`src/design/uabd_pkg.sv`:
```
// package: register offsets, field positions, reset values and timing counts of the auto-baud unit
package uabd_pkg;

  // register byte addresses as printed
  localparam logic [31:0] AUTOBAUD_CONTROL_ADDR = 32'hE000_C020;
  localparam logic [31:0] TRANSMIT_GATE_ADDR    = 32'hE000_C030;

  // control and transmit gate field positions
  localparam int RUN_BIT        = 0;
  localparam int MODE_BIT       = 1;
  localparam int RESTART_BIT    = 2;
  localparam int END_CLR_BIT    = 8;
  localparam int TIMEOUT_CLR_BIT = 9;
  localparam int TX_ENABLE_BIT  = 7;

  // reset values
  localparam logic [2:0]  CONTROL_RESET = 3'h0;
  localparam logic        TX_ENABLE_RESET = 1'b1;

  // counter width and start-bit capture pulses
  localparam int          RATE_COUNT_WIDTH = 15;
  localparam logic [4:0]  START_PULSES     = 5'h10;

  // measurement states
  typedef enum logic [1:0] {
    UABD_IDLE    = 2'b00,
    UABD_ARMED   = 2'b01,
    UABD_COUNT   = 2'b10,
    UABD_WAITRST = 2'b11
  } uabd_state_e;

endpackage

```
`src/design/uabd_autobaud.sv`:
```
// auto-baud measurement unit with transmit gate, top module
//
// Notes on behaviour
// (RULE1) writing run bit starts; hardware clears on completion
// (RULE2) clearing run bit aborts measurement
// (RULE3) mode bit picks fall-to-fall or fall-to-rise
// (RULE4) restart bit: restart at next falling edge
// (RULE5) write one clears end interrupt flag
// (RULE6) write one clears time-out interrupt flag
// (RULE7) counter overflow sets time-out flag if enabled
// (RULE8) completion sets end flag after latch load
// (RULE9) run sets counter, shifter reset, fast timing
// (RULE10) falling edge starts prescaled counting
// (RULE11) sixteen shifter pulses during start bit
// (RULE12) stop edge loads latches, normal timing
// (RULE13) fractional divider register never modified
// (RULE14) software writes latches before starting; no latch write path here, the latches load only at the stop edge
// (RULE15) counter is fifteen bits wide
// (RULE16) sender supplies A or a character
// (RULE17) transmit gate enables transmission
// (RULE18) current character finishes, no further loads
// (RULE19) overflow without restart ends, latches unchanged
module uabd_autobaud (
  input  wire logic        sys_clk,          // peripheral clock, 20 MHz
  input  wire logic        rst_n,            // async reset, active low
  input  wire logic [31:0] regAddr,          // register byte address
  input  wire logic        regWrite,         // one-cycle write strobe
  input  wire logic        regRead,          // one-cycle read strobe
  input  wire logic [31:0] regWdata,         // write data
  output logic      [31:0] regRdata,         // read data, valid cycle after regRead
  input  wire logic        rxPin,            // receive pin
  input  wire logic        prescaleTick,     // fractional generator tick, high when disabled
  input  wire logic        endIrqEnable,     // end_irq_enable bit of irq_enable_reg
  input  wire logic        timeoutIrqEnable, // timeout_irq_enable bit of irq_enable_reg
  input  wire logic        txHoldValid,      // holding register or fifo has data
  input  wire logic        txShiftBusy,      // transmit shifter is sending
  output logic             txLoad,           // one-cycle move into shifter
  output logic      [7:0]  divisorLatchLow,  // divisor_latch_low value
  output logic      [7:0]  divisorLatchHigh, // divisor_latch_high value
  output logic             divisorLoad,      // one-cycle latch load strobe
  output logic             rxShifterReset,   // one-cycle shifter reset
  output logic             rxFastTiming,     // shifter runs at top rate
  output logic             rxBitPulse,       // bit-rate pulse for shifter
  output logic             endIrqFlag,       // end_irq_flag
  output logic             timeoutIrqFlag,   // timeout_irq_flag
  output logic             autobaudRunning   // run bit view
);

  ////////////////////////////////////////////////////////////////////////////
  // reset release

  // two-flop release of the asynchronous reset
  logic [1:0] rstPipe_q;
  logic       rstSync_n;

  // release synchroniser; assertion is immediate
  always_ff @(posedge sys_clk or negedge rst_n)
  begin
    if (!rst_n)
      rstPipe_q <= 2'b00;
    else
      rstPipe_q <= {rstPipe_q[0], 1'b1};
  end

  assign rstSync_n = rstPipe_q[1];

  ////////////////////////////////////////////////////////////////////////////
  // edge detection

  logic rxFall;  // falling edge of rx
  logic rxRise;  // rising edge of rx

  uabd_edge_detect uEdge (
    .sys_clk   (sys_clk),
    .rstSync_n (rstSync_n),
    .pinIn     (rxPin),
    .fallPulse (rxFall),
    .risePulse (rxRise)
  );

  ////////////////////////////////////////////////////////////////////////////
  // state

  typedef struct packed {
    uabd_pkg::uabd_state_e                       state;
    logic                                        run;
    logic                                        mode;
    logic                                        restart;
    logic [uabd_pkg::RATE_COUNT_WIDTH-1:0]       count;
    logic [4:0]                                  pulses;
    logic                                        txEnable;
    logic [7:0]                                  dll;
    logic [7:0]                                  dlm;
    logic                                        divLoad;
    logic                                        endFlag;
    logic                                        toFlag;
    logic                                        shReset;
    logic                                        fast;
    logic                                        bitPulse;
    logic                                        txLoad;
    logic [31:0]                                 rdata;
  } uabd_regs_s;

  uabd_regs_s r_q;  // registered state
  uabd_regs_s r_d;  // next state

  // decoded accesses and events
  logic wrCtrl;
  logic wrGate;
  logic endEvent;
  logic toEvent;
  logic overflow;

  assign wrCtrl = regWrite && (regAddr == uabd_pkg::AUTOBAUD_CONTROL_ADDR);
  assign wrGate = regWrite && (regAddr == uabd_pkg::TRANSMIT_GATE_ADDR);

  ////////////////////////////////////////////////////////////////////////////
  // next state

  // one process covers control, measurement, flags and transmit gate
  always_comb
  begin
    r_d          = r_q;
    r_d.divLoad  = 1'b0;
    r_d.shReset  = 1'b0;
    r_d.bitPulse = 1'b0;
    r_d.txLoad   = 1'b0;
    endEvent     = 1'b0;
    toEvent      = 1'b0;
    overflow     = prescaleTick && (&r_q.count);

    // control register write
    if (wrCtrl)
    begin
      r_d.mode    = regWdata[uabd_pkg::MODE_BIT];     // [RULE3]
      r_d.restart = regWdata[uabd_pkg::RESTART_BIT];  // [RULE4]
      if (regWdata[uabd_pkg::RUN_BIT])
      begin
        // arm: clear counter, reset shifter, fast timing  [RULE1] [RULE9]
        r_d.run     = 1'b1;
        r_d.state   = uabd_pkg::UABD_ARMED;
        r_d.count   = '0;
        r_d.pulses  = '0;
        r_d.shReset = 1'b1;
        r_d.fast    = 1'b1;
      end
      else
      begin
        // software abort leaves latches alone  [RULE2]
        r_d.run   = 1'b0;
        r_d.state = uabd_pkg::UABD_IDLE;
        r_d.fast  = 1'b0;
      end
    end
    else
    begin
      case (r_q.state)
        uabd_pkg::UABD_IDLE:
        begin
          r_d.run = 1'b0;
        end
        uabd_pkg::UABD_ARMED:
        begin
          // falling edge opens the start bit  [RULE10]
          if (rxFall)
          begin
            r_d.state  = uabd_pkg::UABD_COUNT;
            r_d.count  = '0;
            r_d.pulses = '0;
          end
        end
        uabd_pkg::UABD_COUNT:
        begin
          if ((r_q.mode && rxRise) || (!r_q.mode && rxFall))
          begin
            // stop edge: load latches, normal timing  [RULE3] [RULE12]
            r_d.dll     = r_q.count[7:0];
            r_d.dlm     = {1'b0, r_q.count[14:8]};
            r_d.divLoad = 1'b1;
            r_d.fast    = 1'b0;
            r_d.run     = 1'b0;          // [RULE1]
            r_d.state   = uabd_pkg::UABD_IDLE;
            endEvent    = endIrqEnable;  // [RULE8]
          end
          else if (prescaleTick)
          begin
            if (overflow)
            begin
              toEvent = timeoutIrqEnable;  // [RULE7]
              if (r_q.restart)
              begin
                // rearm for the next falling edge  [RULE4]
                r_d.state = uabd_pkg::UABD_WAITRST;
                r_d.count = '0;
              end
              else
              begin
                // give up; latches keep old value  [RULE19]
                r_d.state = uabd_pkg::UABD_IDLE;
                r_d.run   = 1'b0;
                r_d.fast  = 1'b0;
              end
            end
            else
            begin
              // 15-bit counter at the prescaled rate  [RULE10] [RULE15]
              r_d.count = r_q.count + 15'h0001;
            end
            // capture pulses during the start bit  [RULE11]
            if (r_q.pulses < uabd_pkg::START_PULSES)
            begin
              r_d.bitPulse = 1'b1;
              r_d.pulses   = r_q.pulses + 5'h01;
            end
          end
        end
        uabd_pkg::UABD_WAITRST:
        begin
          // restart waits for a fresh falling edge  [RULE4]
          if (rxFall)
          begin
            r_d.state   = uabd_pkg::UABD_COUNT;
            r_d.pulses  = '0;
            r_d.shReset = 1'b1;
          end
        end
        default:
        begin
          r_d.state = uabd_pkg::UABD_IDLE;
        end
      endcase
    end

    // flags: a control write suppresses the events, so a write-one clear wins  [RULE5] [RULE6]
    if (wrCtrl && regWdata[uabd_pkg::END_CLR_BIT])
      r_d.endFlag = 1'b0;
    if (wrCtrl && regWdata[uabd_pkg::TIMEOUT_CLR_BIT])
      r_d.toFlag = 1'b0;
    if (endEvent)
      r_d.endFlag = 1'b1;  // [RULE8]
    if (toEvent)
      r_d.toFlag = 1'b1;   // [RULE7]

    // transmit gate
    if (wrGate)
      r_d.txEnable = regWdata[uabd_pkg::TX_ENABLE_BIT];
    // only new loads are blocked; a busy shifter finishes  [RULE17] [RULE18]
    r_d.txLoad = r_q.txEnable && txHoldValid && !txShiftBusy && !r_q.txLoad;

    // read mux; clear bits read zero
    if (regRead && (regAddr == uabd_pkg::AUTOBAUD_CONTROL_ADDR))
      r_d.rdata = {29'h0000_0000, r_q.restart, r_q.mode, r_q.run};
    else if (regRead && (regAddr == uabd_pkg::TRANSMIT_GATE_ADDR))
      r_d.rdata = {24'h00_0000, r_q.txEnable, 7'h00};
    else
      r_d.rdata = 32'h0000_0000;
  end

  ////////////////////////////////////////////////////////////////////////////
  // state register

  // the fractional divider is only an input tick here, never written  [RULE13]
  always_ff @(posedge sys_clk or negedge rstSync_n)
  begin
    if (!rstSync_n)
    begin
      r_q          <= '0;
      r_q.state    <= uabd_pkg::UABD_IDLE;
      {r_q.restart, r_q.mode, r_q.run} <= uabd_pkg::CONTROL_RESET;
      r_q.txEnable <= uabd_pkg::TX_ENABLE_RESET;
    end
    else
      r_q <= r_d;
  end

  // outputs straight from flops
  assign regRdata         = r_q.rdata;
  assign txLoad           = r_q.txLoad;
  assign divisorLatchLow  = r_q.dll;
  assign divisorLatchHigh = r_q.dlm;
  assign divisorLoad      = r_q.divLoad;
  assign rxShifterReset   = r_q.shReset;
  assign rxFastTiming     = r_q.fast;
  assign rxBitPulse       = r_q.bitPulse;
  assign endIrqFlag       = r_q.endFlag;
  assign timeoutIrqFlag   = r_q.toFlag;
  assign autobaudRunning  = r_q.run;
endmodule

```
`src/design/uabd_edge_detect.sv`:
```
// falling and rising edge detector for the receive pin
module uabd_edge_detect (
  input  wire logic sys_clk,
  input  wire logic rstSync_n,
  input  wire logic pinIn,
  output logic      fallPulse,
  output logic      risePulse
);

  // one flop history of the pin; idle line is high
  logic pinPrev_q;

  // sample history
  always_ff @(posedge sys_clk or negedge rstSync_n)
  begin
    if (!rstSync_n)
      pinPrev_q <= 1'b1;
    else
      pinPrev_q <= pinIn;
  end

  // edges are combinational from the previous sample
  assign fallPulse = pinPrev_q & ~pinIn;
  assign risePulse = ~pinPrev_q & pinIn;

endmodule

```
`config.mk`:
```
export PLATFORM = sky130hd
export DESIGN_NAME = uabd_autobaud
export DESIGN_NICKNAME = d
export VERILOG_FILES = /design/src/design/uabd_pkg.sv /design/src/design/uabd_autobaud.sv /design/src/design/uabd_edge_detect.sv
export SDC_FILE = /design/constraint.sdc
export NUM_CORES = 1
export LEC_CHECK = 0
export ABC_CLOCK_PERIOD_IN_PS = 1700
export BUFFER_PORTS_ARGS = -buffer_cell sky130_fd_sc_hd__buf_2
export CORE_ASPECT_RATIO = 1.4
export CORE_MARGIN = 1.5
export CORE_UTILIZATION = 44
export CTS_BUF_LIST = sky130_fd_sc_hd__clkbuf_4 sky130_fd_sc_hd__clkbuf_8 sky130_fd_sc_hd__clkbuf_16
export DETAILED_ROUTE_END_ITERATION = 8
export PLACE_DENSITY = 0.77
export REMOVE_ABC_BUFFERS = 1
export SLEW_MARGIN = 20
export SYNTH_ARGS = -nofsm -noshare
export SYNTH_HDL_FRONTEND = slang
export SYNTH_SLANG_ARGS = --single-unit
export TNS_END_PERCENT = 5
```
`constraint.sdc`:
```
create_clock -name sys_clk -period 1.7 [get_ports sys_clk]
set_input_delay 0.17 -clock sys_clk [delete_from_list [all_inputs] [get_ports sys_clk]]
set_output_delay 0.17 -clock sys_clk [all_outputs]
set_load 0.02 [all_outputs]
```
=== Word-level counts from Yosys, hierarchy flattened ===
Index checks and enable logic that the tools add are counted.

* Reductions and logical operators: 34
* $add $sub $neg: 2
* Equal/unequal tests: 17
* Magnitude comparators: 1
* Bitwise logic cells: 5
* Multiplexer cells: 49

{| class="wikitable"
|+ Operators with widths
! operator !! number
|-
| 2-to-1 mux 20 bit || 5
|-
| equality test 32 bit, second input constant || 2
|-
| 2-to-1 mux 15 bit || 2
|-
| case mux 15 bit (2 select lines) || 1
|-
| 2-to-1 mux 1 bit || 24
|-
| 2-to-1 mux 8 bit || 2
|-
| != test 4 bit, second input constant || 4
|-
| adder 15 x 1 -> 15 bit, second input constant || 1
|-
| != test 3 bit, second input constant || 5
|-
| case mux 5 bit (3 select lines) || 1
|-
| AND reduction 15 bit || 1
|-
| nonzero test 3 bit || 5
|-
| logical AND 1 bit || 12
|-
| 2-to-1 mux 2 bit || 6
|-
| 2-to-1 mux 3 bit || 4
|-
| AND reduction 4 bit || 3
|-
| 2-to-1 mux 5 bit || 2
|-
| AND reduction 7 bit || 1
|-
| != test 3 x 1 -> 1 bit, second input constant || 2
|-
| AND reduction 6 bit || 1
|-
| nonzero test 2 bit || 3
|-
| adder 5 x 1 -> 5 bit, second input constant || 1
|-
| < comparator 5 bit, second input constant || 1
|-
| equality test 2 bit, second input constant || 2
|-
| 12 further kinds || 17
|}

* Output and inout port bits: 56
* Input bits: 74
* Word-level logic and storage cells: 127
* Register bits: 83

=== Longest topological paths before layout ===
Gate-level depths: netlist (run 1).

* Word-level depth: 8
* Mapped depth: 10
* Mapped depth without buffers: 8

=== Modules after synthesis ===
A second synthesis (run 1) with hierarchy kept.

* Cell total of the unflattened synthesis: 310
* Area, all modules: 3238.1 um^2

{| class="wikitable"
|+ By module, submodules not included
! module !! cells each !! area each (um^2) !! sequential area each (um^2) !! times used
|-
| uabd_autobaud || 307 || 3196.8 || 1352.5 || 1
|-
| uabd_edge_detect || 3 || 41.3 || 26.3 || 1
|}

=== Least setup slack after synthesis (run 1) ===
No wires, ideal clock.

* Path type: reg-to-reg
* From: register r_q[79] (netlist bit)
* To: register r_q[59] (netlist bit)
* Data arrival time: 1.915 ns
* Slack: -0.336 ns
* Stages on the path, launching flop included: 8
* Clock period less this slack: 2.036 ns
* Data required time: 1.579 ns
* Path buffers: 1
* Library setup time: 0.121 ns
* Cell sequence: dfrtp_1 inv_1 ha_1 clkbuf_1 a221oi_1 a21oi_4 a31o_2 a22o_1

* Longest elaborated chain between the ends: 3
* Elaborated cells between the ends (all ways): 12
* Those cells by class: eq/ne (8); mux (2); reduce/logical (2)

{| class="wikitable"
|+ RTL lines
! item !! RTL line !! text
|-
| from (decl) || uabd_autobaud.sv:104 || <nowiki>uabd_regs_s r_q;</nowiki>
|-
| from (signal assigned) || uabd_autobaud.sv:273 || <nowiki>r_q <= r_d;</nowiki>
|-
| equality test 2 bit or equality test 2 x 1 -> 1 bit (tied branches) || uabd_autobaud.sv:157 || <nowiki>case (r_q.state)</nowiki>
|-
| != test 3 bit (no source line), or another cell as far along || -- ||
|-
| AND reduction 7 bit (no source line) or 2-to-1 mux 20 bit (tied branches) || -- ||
|}

Parallel ways exist; a longest one is shown, timed or not.
A chain may end at the register's enable or synchronous reset.

=== Final worst setup path (run 1) ===
* From: register r_q[61] (netlist bit)
* To: register r_q[66] (netlist bit)

* Longest elaborated chain between the ends: 7
* Elaborated cells between the ends (all ways): 10
* Those cells by class: add/sub (1); eq/ne (1); mux (5); reduce/logical (3)

{| class="wikitable"
|+ RTL lines
! item
|-
| branches (longest 7 deep; another with adder 15 x 1 -> 15 bit)
|}

Parallel ways; which one is timed is not known. The select of a mux whose other input is x is not followed.

==> results of run 1 <==
-- metrics by stage --
stage | setup slack [ns] | std cells
after floorplan | -0.663 | 307
after global placement | -0.309 | 535
after detailed placement | -0.380 | 535
after CTS | -0.257 | 551
after global routing | -0.386 | 552
final | -0.300 | 552
-- path summary, 6_finish.rpt --
check                             startpoint                  to  slack, ns
worst max-delay path                 r_q[61]             r_q[66]      -0.30
worst min-delay path             txHoldValid              txLoad       0.06
worst max register to register       r_q[61]             r_q[66]      -0.30
worst min register to register  rstPipe_q[1]  divisorLatchLow[1]       0.22
max in group asynchronous       rstPipe_q[1]     uEdge.pinPrev_q       0.87
min in group asynchronous              rst_n        rstPipe_q[1]       0.14
-- critical path, cell delays in order (launching register included) --
cell     delay [ns]
dfrtp_1        0.39
ha_2           0.19
nand4_1        0.22
nor3_4         0.29
and3_4         0.28
buf_4          0.14
nor3_1         0.06
o21ai_0        0.19
o21ai_1        0.11
-- repair_timing --
item	4_1_cts	5_1_grt
setup buffers	5	2
hold buffers	2	0
pin swaps	13	13
setup endpoints to repair	42	42
endpoints found under the hold margin	3	0
gates cloned	1	0
resized for setup	27	29
-- per-layer routing --
metal | track usage, % | wire [microns] | vias to the layer above
met1 | 22.5 | 2750 | 1260
met2 | 37.2 | 3710 | 129
met4 | 6.99 | 102 | 0
li1 | - | - | 1314
met5 | 0 | 0 | -
met3 | 3.23 | 426 | 13
-- cells by family (layout without fill, tap and decap cells) --
| logic type | Yosys count | count (layout) |
|---|---|---|
| AND/OR/NAND/NOR | 146 | 146 |
| buffers and inverters | 68 | 160 |
| flip-flops | 55 | 55 |
| AO/OA/AOI/OAI | 52 | 52 |
| multiplexers | 8 | 8 |
| adder cells (fa/ha/maj) | 6 | 6 |
| other | 2 | 30 |
-- layout make-up --
class	count	share of cell area, %
clock buffer	6	2.01
clock inverter	2	0.851
inverter	10	0.972
multi-input combinational	242	37.0
sequential	55	33.5
tap	95	2.89
timing repair buffer	142	22.8
-- cell usage in the layout (no fill, tap or decap), types with 3 or more instances in the layout --
master	Yosys	layout
nor3b_1	6	5
a21oi_1	7	6
conb_1	2	30
buf_2	5	75
o21ai_1	7	16
o21ai_0	20	10
buf_4	50	56
a31o_2	4	4
mux2_2	5	5
buf_6	2	6
dfrtp_1	53	52
nand2_2	0	6
inv_1	9	9
nand3_1	16	14
nand4_1	5	5
nor3_1	9	7
nand2_1	69	63
nor2_1	14	13
nor4_2	4	4
ha_2	0	4
mux2i_1	3	3
a22o_1	3	3
clkbuf_8	0	6
-- sequential cells by signal (all words and copies together) (netlist names) --
| name | cells |
|---|---|
| autobaudRunning | 1 |
| r_q | 25 |
| rstPipe_q | 2 |
| divisorLatchHigh | 7 |
| uEdge.pinPrev_q | 1 |
| divisorLoad | 1 |
| endIrqFlag | 1 |
| timeoutIrqFlag | 1 |
| rxFastTiming | 1 |
| divisorLatchLow | 8 |
| rxBitPulse | 1 |
| txLoad | 1 |
| regRdata | 4 |
| rxShifterReset | 1 |
-- power breakdown --
group	leakage, uW	internal, uW	switching [uW]	total [uW]
logic	0.00132	817	877	1690
registers	0.000742	1430	86.0	1520
clock network	0.0000612	477	427	905
==> impl_metrics.yaml, run 1 <==
status:
  status: "finished with violations"
  violations: "setup timing"
pwr:
  powerDensity_mw_per_mm2: 1000
  p_leak_uw: 0.00212
  peakVddDrop_v: 0.000439
  total_power_uw: 4120
timing:
  drv_slew: 0
  max_freq_mhz: 500
  post-route-min-period_ns: 2.00
  setup_viol: 42
  min_period_over_period_pct: 118
  hold_violations: 0
  hold_ws_ns: 0.0650
  tns_ns: -5.25
  finClkSkew_ns: 0.0131
  setup_ws_ns: -0.300
  rsz0062_at_grt: "true"
min_path:
  hold_class: "in2reg"
  whs_path_depth: 3
yosys:
  synth_area_leader_cell: "dfrtp_1"
  synth_top_family_by_area: "simple AND/OR/NAND/NOR gates"
  yosys.area_share.xor_xnor_pct: 0
  synth_edf_count: 0
  avgSynthCellArea_sq_um: 9.32
  yosysMostFrequentCell: "nand2_1"
  netlist_instances: 337
  ys.flop_type: "dfrtp_1"
  synthDistinctLibCells: 52
  ys_seq_area_share_pct: 43.9
  ys_ff_latch: 55
  syn_area_sq_mm: 0.00314
  yosys-top-cells-area: "dfrtp_1 42%, buf_4 12%, nand2_1 8.3%, o21ai_0 3.2%, nand3_1 2.6%"
  synthMuxAreaShare_pct: 2.75
  yosys.area_share.simple_pct: 24.6
  yosys.area.top_type_share_pct: 42.2
  ys_async_sr_fraction_pct: 100
  synth_fa_ha_area_share_pct: 2.39
  yosysWarnings: 0
  ys_top_cells_by_count: "69 x nand2_1, 53 x dfrtp_1, 50 x buf_4, 20 x o21ai_0, 16 x nand3_1"
  synth-compound-area-share_pct: 11.3
die:
  dieArea_sq_mm: 0.00766
  die_w_microns: 74.4
  num_rows: 36
  core_area_sq_mm: 0.00694
  ios: 130
  die_h_microns: 103
  start_util_pct: 45.3
worst_setup_path:
  worstPathArrival_ns: 2.20
  rr_worst_depth: 8
  critical_path.startpoint_type: "flop"
  critPathCaptureType: "flop"
  worst-setup-path-type: "reg2reg"
  worstPathRequired_ns: 1.90
  path_max_fanout: 5
global_routing:
  grt_usage_pct: 20.0
  first_global_vias: 2731
  grt.overflow.total: 0
  grt_max_degree: 35
  grt_pass1_wl_microns: 11900
  antenna_found_initial: 0
place:
  dp_hpwl_microns: 5300
  place_area_sq_mm: 0.00376
  place.gp.congestion: 0.876
  numPortBuffers: 74
cells_and_area:
  final-seq-area_sq_mm: 0.00138
  area_growth_pct: 31.2
  multi_input_area_sq_mm: 0.00152
  fillers: 607
  final_core_util_pct: 59.4
  diodes: 0
  nets: 536
  final_area_sq_mm: 0.00412
  layout-drive-gt1-share_pct: 44.0
detailed_routing:
  viasPerCell: 4.92
  dr.pass1.iters: 5
  drt_iter0_drc: 149
  drtAntennaViolNets: 0
  vias: 2716
  drcViolationCount: 0
  wl_per_cell_microns: 12.7
  finalWirelength_microns: 6990
cts:
  clock_path_buffers: 2
  clock_latency_ns: 0.31
  clock_tree.root_cell: "clkbuf_8"
  cts_sinks: 55
  tritoncts: "built"
  cts_buffers: 5
  h-tree-depth: 2
  path_clk_slew_ns: 0.10
run:
  drv_cap: 0
Note: power is estimated with default switching activity, not from simulation.
==> run 2, diff against run 1 <==
Settings changed: CORE_ASPECT_RATIO 1.4 to 1.75, CORE_UTILIZATION 44 to 30, PLACE_DENSITY 0.77 to default.
==> run 2 against run 1 <==
The run still ends with setup timing left. Sequential cell count is the same. Highest routed layer unchanged. Critical endpoint is now r_q[65]. Largest power group unchanged. Combinational power rose by 20%. Final area increased by 5.1%. Final cell count up 8.0%.
==> impl_metrics.yaml, run 2 (synthesized netlist as in run 1, its figures left out) <==
timing:
  setup_ws_ns: -0.318
  setup_viol: 40
  finClkSkew_ns: 0.00989
  drv_slew: 0
  rsz0062_at_grt: "true"
  min_period_over_period_pct: 119
  max_freq_mhz: 496
  hold_violations: 0
  post-route-min-period_ns: 2.02
global_routing:
  first_global_vias: 2729
  grt.overflow.total: 0
  grt_usage_pct: 14.4
  grt_pass1_wl_microns: 12600
  antenna_found_initial: 0
  grt_max_degree: 28
detailed_routing:
  dr.pass1.iters: 4
  viasPerCell: 4.61
  drt_iter0_drc: 174
  wl_per_cell_microns: 13.2
  drtAntennaViolNets: 0
  finalWirelength_microns: 7850
  vias: 2747
  drcViolationCount: 0
worst_setup_path:
  critPathBufInv: 2
  path_max_fanout: 8
  cpPeakStageDelay_ns: 0.46
  worst-setup-path-type: "reg2reg"
  r2r_setup_slack_ns: -0.32
  rr_worst_depth: 9
  reg2reg_to: "r_q[65]"
  critical_path.startpoint_type: "flop"
  critPathCaptureType: "flop"
  worstPathArrival_ns: 2.24
  cp_cell_sequence: "ha_4, a21oi_2, o221ai_2, a21oi_1, buf_4, a31oi_4, buf_12, or4b_1, nand3_1"
  worstPathRequired_ns: 1.93
  r2r-start: "r_q[79]"
  slowest_stage: "or4b_1"
  cp_top_family: "simple AND/OR/NAND/NOR gates"
cts:
  cts_buffers: 5
  clock_latency_ns: 0.30
  cts_sinks: 55
  clock_tree.root_cell: "clkbuf_16"
  clock_path_buffers: 2
  path_clk_slew_ns: 0.07
  h-tree-depth: 2
  tritoncts: "built"
die:
  die_w_microns: 80.3
  num_rows: 49
  ios: 130
  core_area_sq_mm: 0.0102
  dieArea_sq_mm: 0.0111
  start_util_pct: 30.7
  die_h_microns: 138
cells_and_area:
  diodes: 0
  area_growth_pct: 37.8
  layout_common_cells: "74 x buf_2, 71 x buf_4, 68 x nand2_1, 52 x dfrtp_1, 30 x conb_1"
  layout-drive-gt1-share_pct: 46.5
  final_area_sq_mm: 0.00433
  nets: 548
  regMostFlops: "r_q"
  final_common_cell: "buf_2"
  largest_reg_flops: 25
pwr:
  p_leak_uw: 0.00221
  powerDensity_mw_per_mm2: 1050
  total_power_uw: 4560
  peakVddDrop_v: 0.000550
status:
  violations: "setup timing"
  status: "finished with violations"
min_path:
  hold_class: "in2reg"
  min_from: "txShiftBusy"
  whs_path_depth: 2
  worstHoldEndpoint: "txLoad"
place:
  place.gp.congestion: 0.825
  numPortBuffers: 74
  dpl_worst_slack_ns: -0.420
  place_area_sq_mm: 0.00389
  dp_hpwl_microns: 6050
run:
  drv_cap: 0
[run 2: changes by cell type in the layout (fill, tap and decap cells not counted), moves of 4 or more]
cell / before / now
clkbuf_16: 0 / 6
nand2_2: 6 / 1
o21ai_2: 1 / 5
nand2_1: 63 / 68
buf_4: 56 / 71
clkbuf_8: 6 / 0
[run 2: worst max path at each step]
stage	slack, ns	to	cells after the start	start
3_5_place_dp	-0.42	r_q[73]	8	r_q[62]
3_3_place_gp	-0.36	r_q[73]	8	r_q[61]
6_report	-0.32	r_q[65]	9	r_q[79]
5_1_grt	-0.41	r_q[72]	9	r_q[61]
2_1_floorplan	-0.66	r_q[75]	7	r_q[79]
4_1_cts	-0.28	r_q[73]	8	r_q[61]
[run 2: cell type report]
| type | instances | area (sq um) |
|---|---|---|
| clock buffer | 6 | 133 |
| inverter | 10 | 40.0 |
| clock inverter | 2 | 12.5 |
| fill | 1014 | 5910 |
| multi-input combinational | 242 | 1550 |
| tap | 127 | 159 |
| timing repair buffer | 154 | 1050 |
| sequential | 55 | 1380 |
[run 2: layer usage]
metal | vias up | track usage [%] | part of all wire (%)
met2 | 105 | 25.7 | 54
met1 | 1275 | 16.1 | 39
met5 | - | 0 | 0
li1 | 1350 | - | -
met3 | 17 | 2.51 | 4.9
met4 | 0 | 6.35 | 3.0
[run 2: through the flow]
step | instances | setup TNS (ns) | utilization [%] | hold WS, ns
finish | 596 | -5.71 | 42.3 | 0.0216
global route | 596 | -9.09 | 42.3 | 0.0224
CTS | 587 | -4.94 | 40.2 | 0.0229
detailed placement | 575 | -13.06 | 38.0 | -0.0428
global placement | 575 | -11.19 | 38.0 | -0.0444
floorplan | 307 | -16.11 | - | -0.126
[run 2: timing repair]
item                                    in CTS  in global routing
pin swaps                                    8                 14
buffers inserted                             3                  7
resized for setup                           23                 33
cloned                                       0                  2
hold buffers                                 1                  0
hold endpoints to repair                     2                  0
endpoints found under the setup margin      42                 40
[run 2: power breakdown]
part / internal (uW) / total, uW / switching, uW
registers: 1440 / 1510 / 73.5
clock network: 561 / 1030 / 470
logic: 1030 / 2020 / 996
total: 3020 / 4560 / 1540
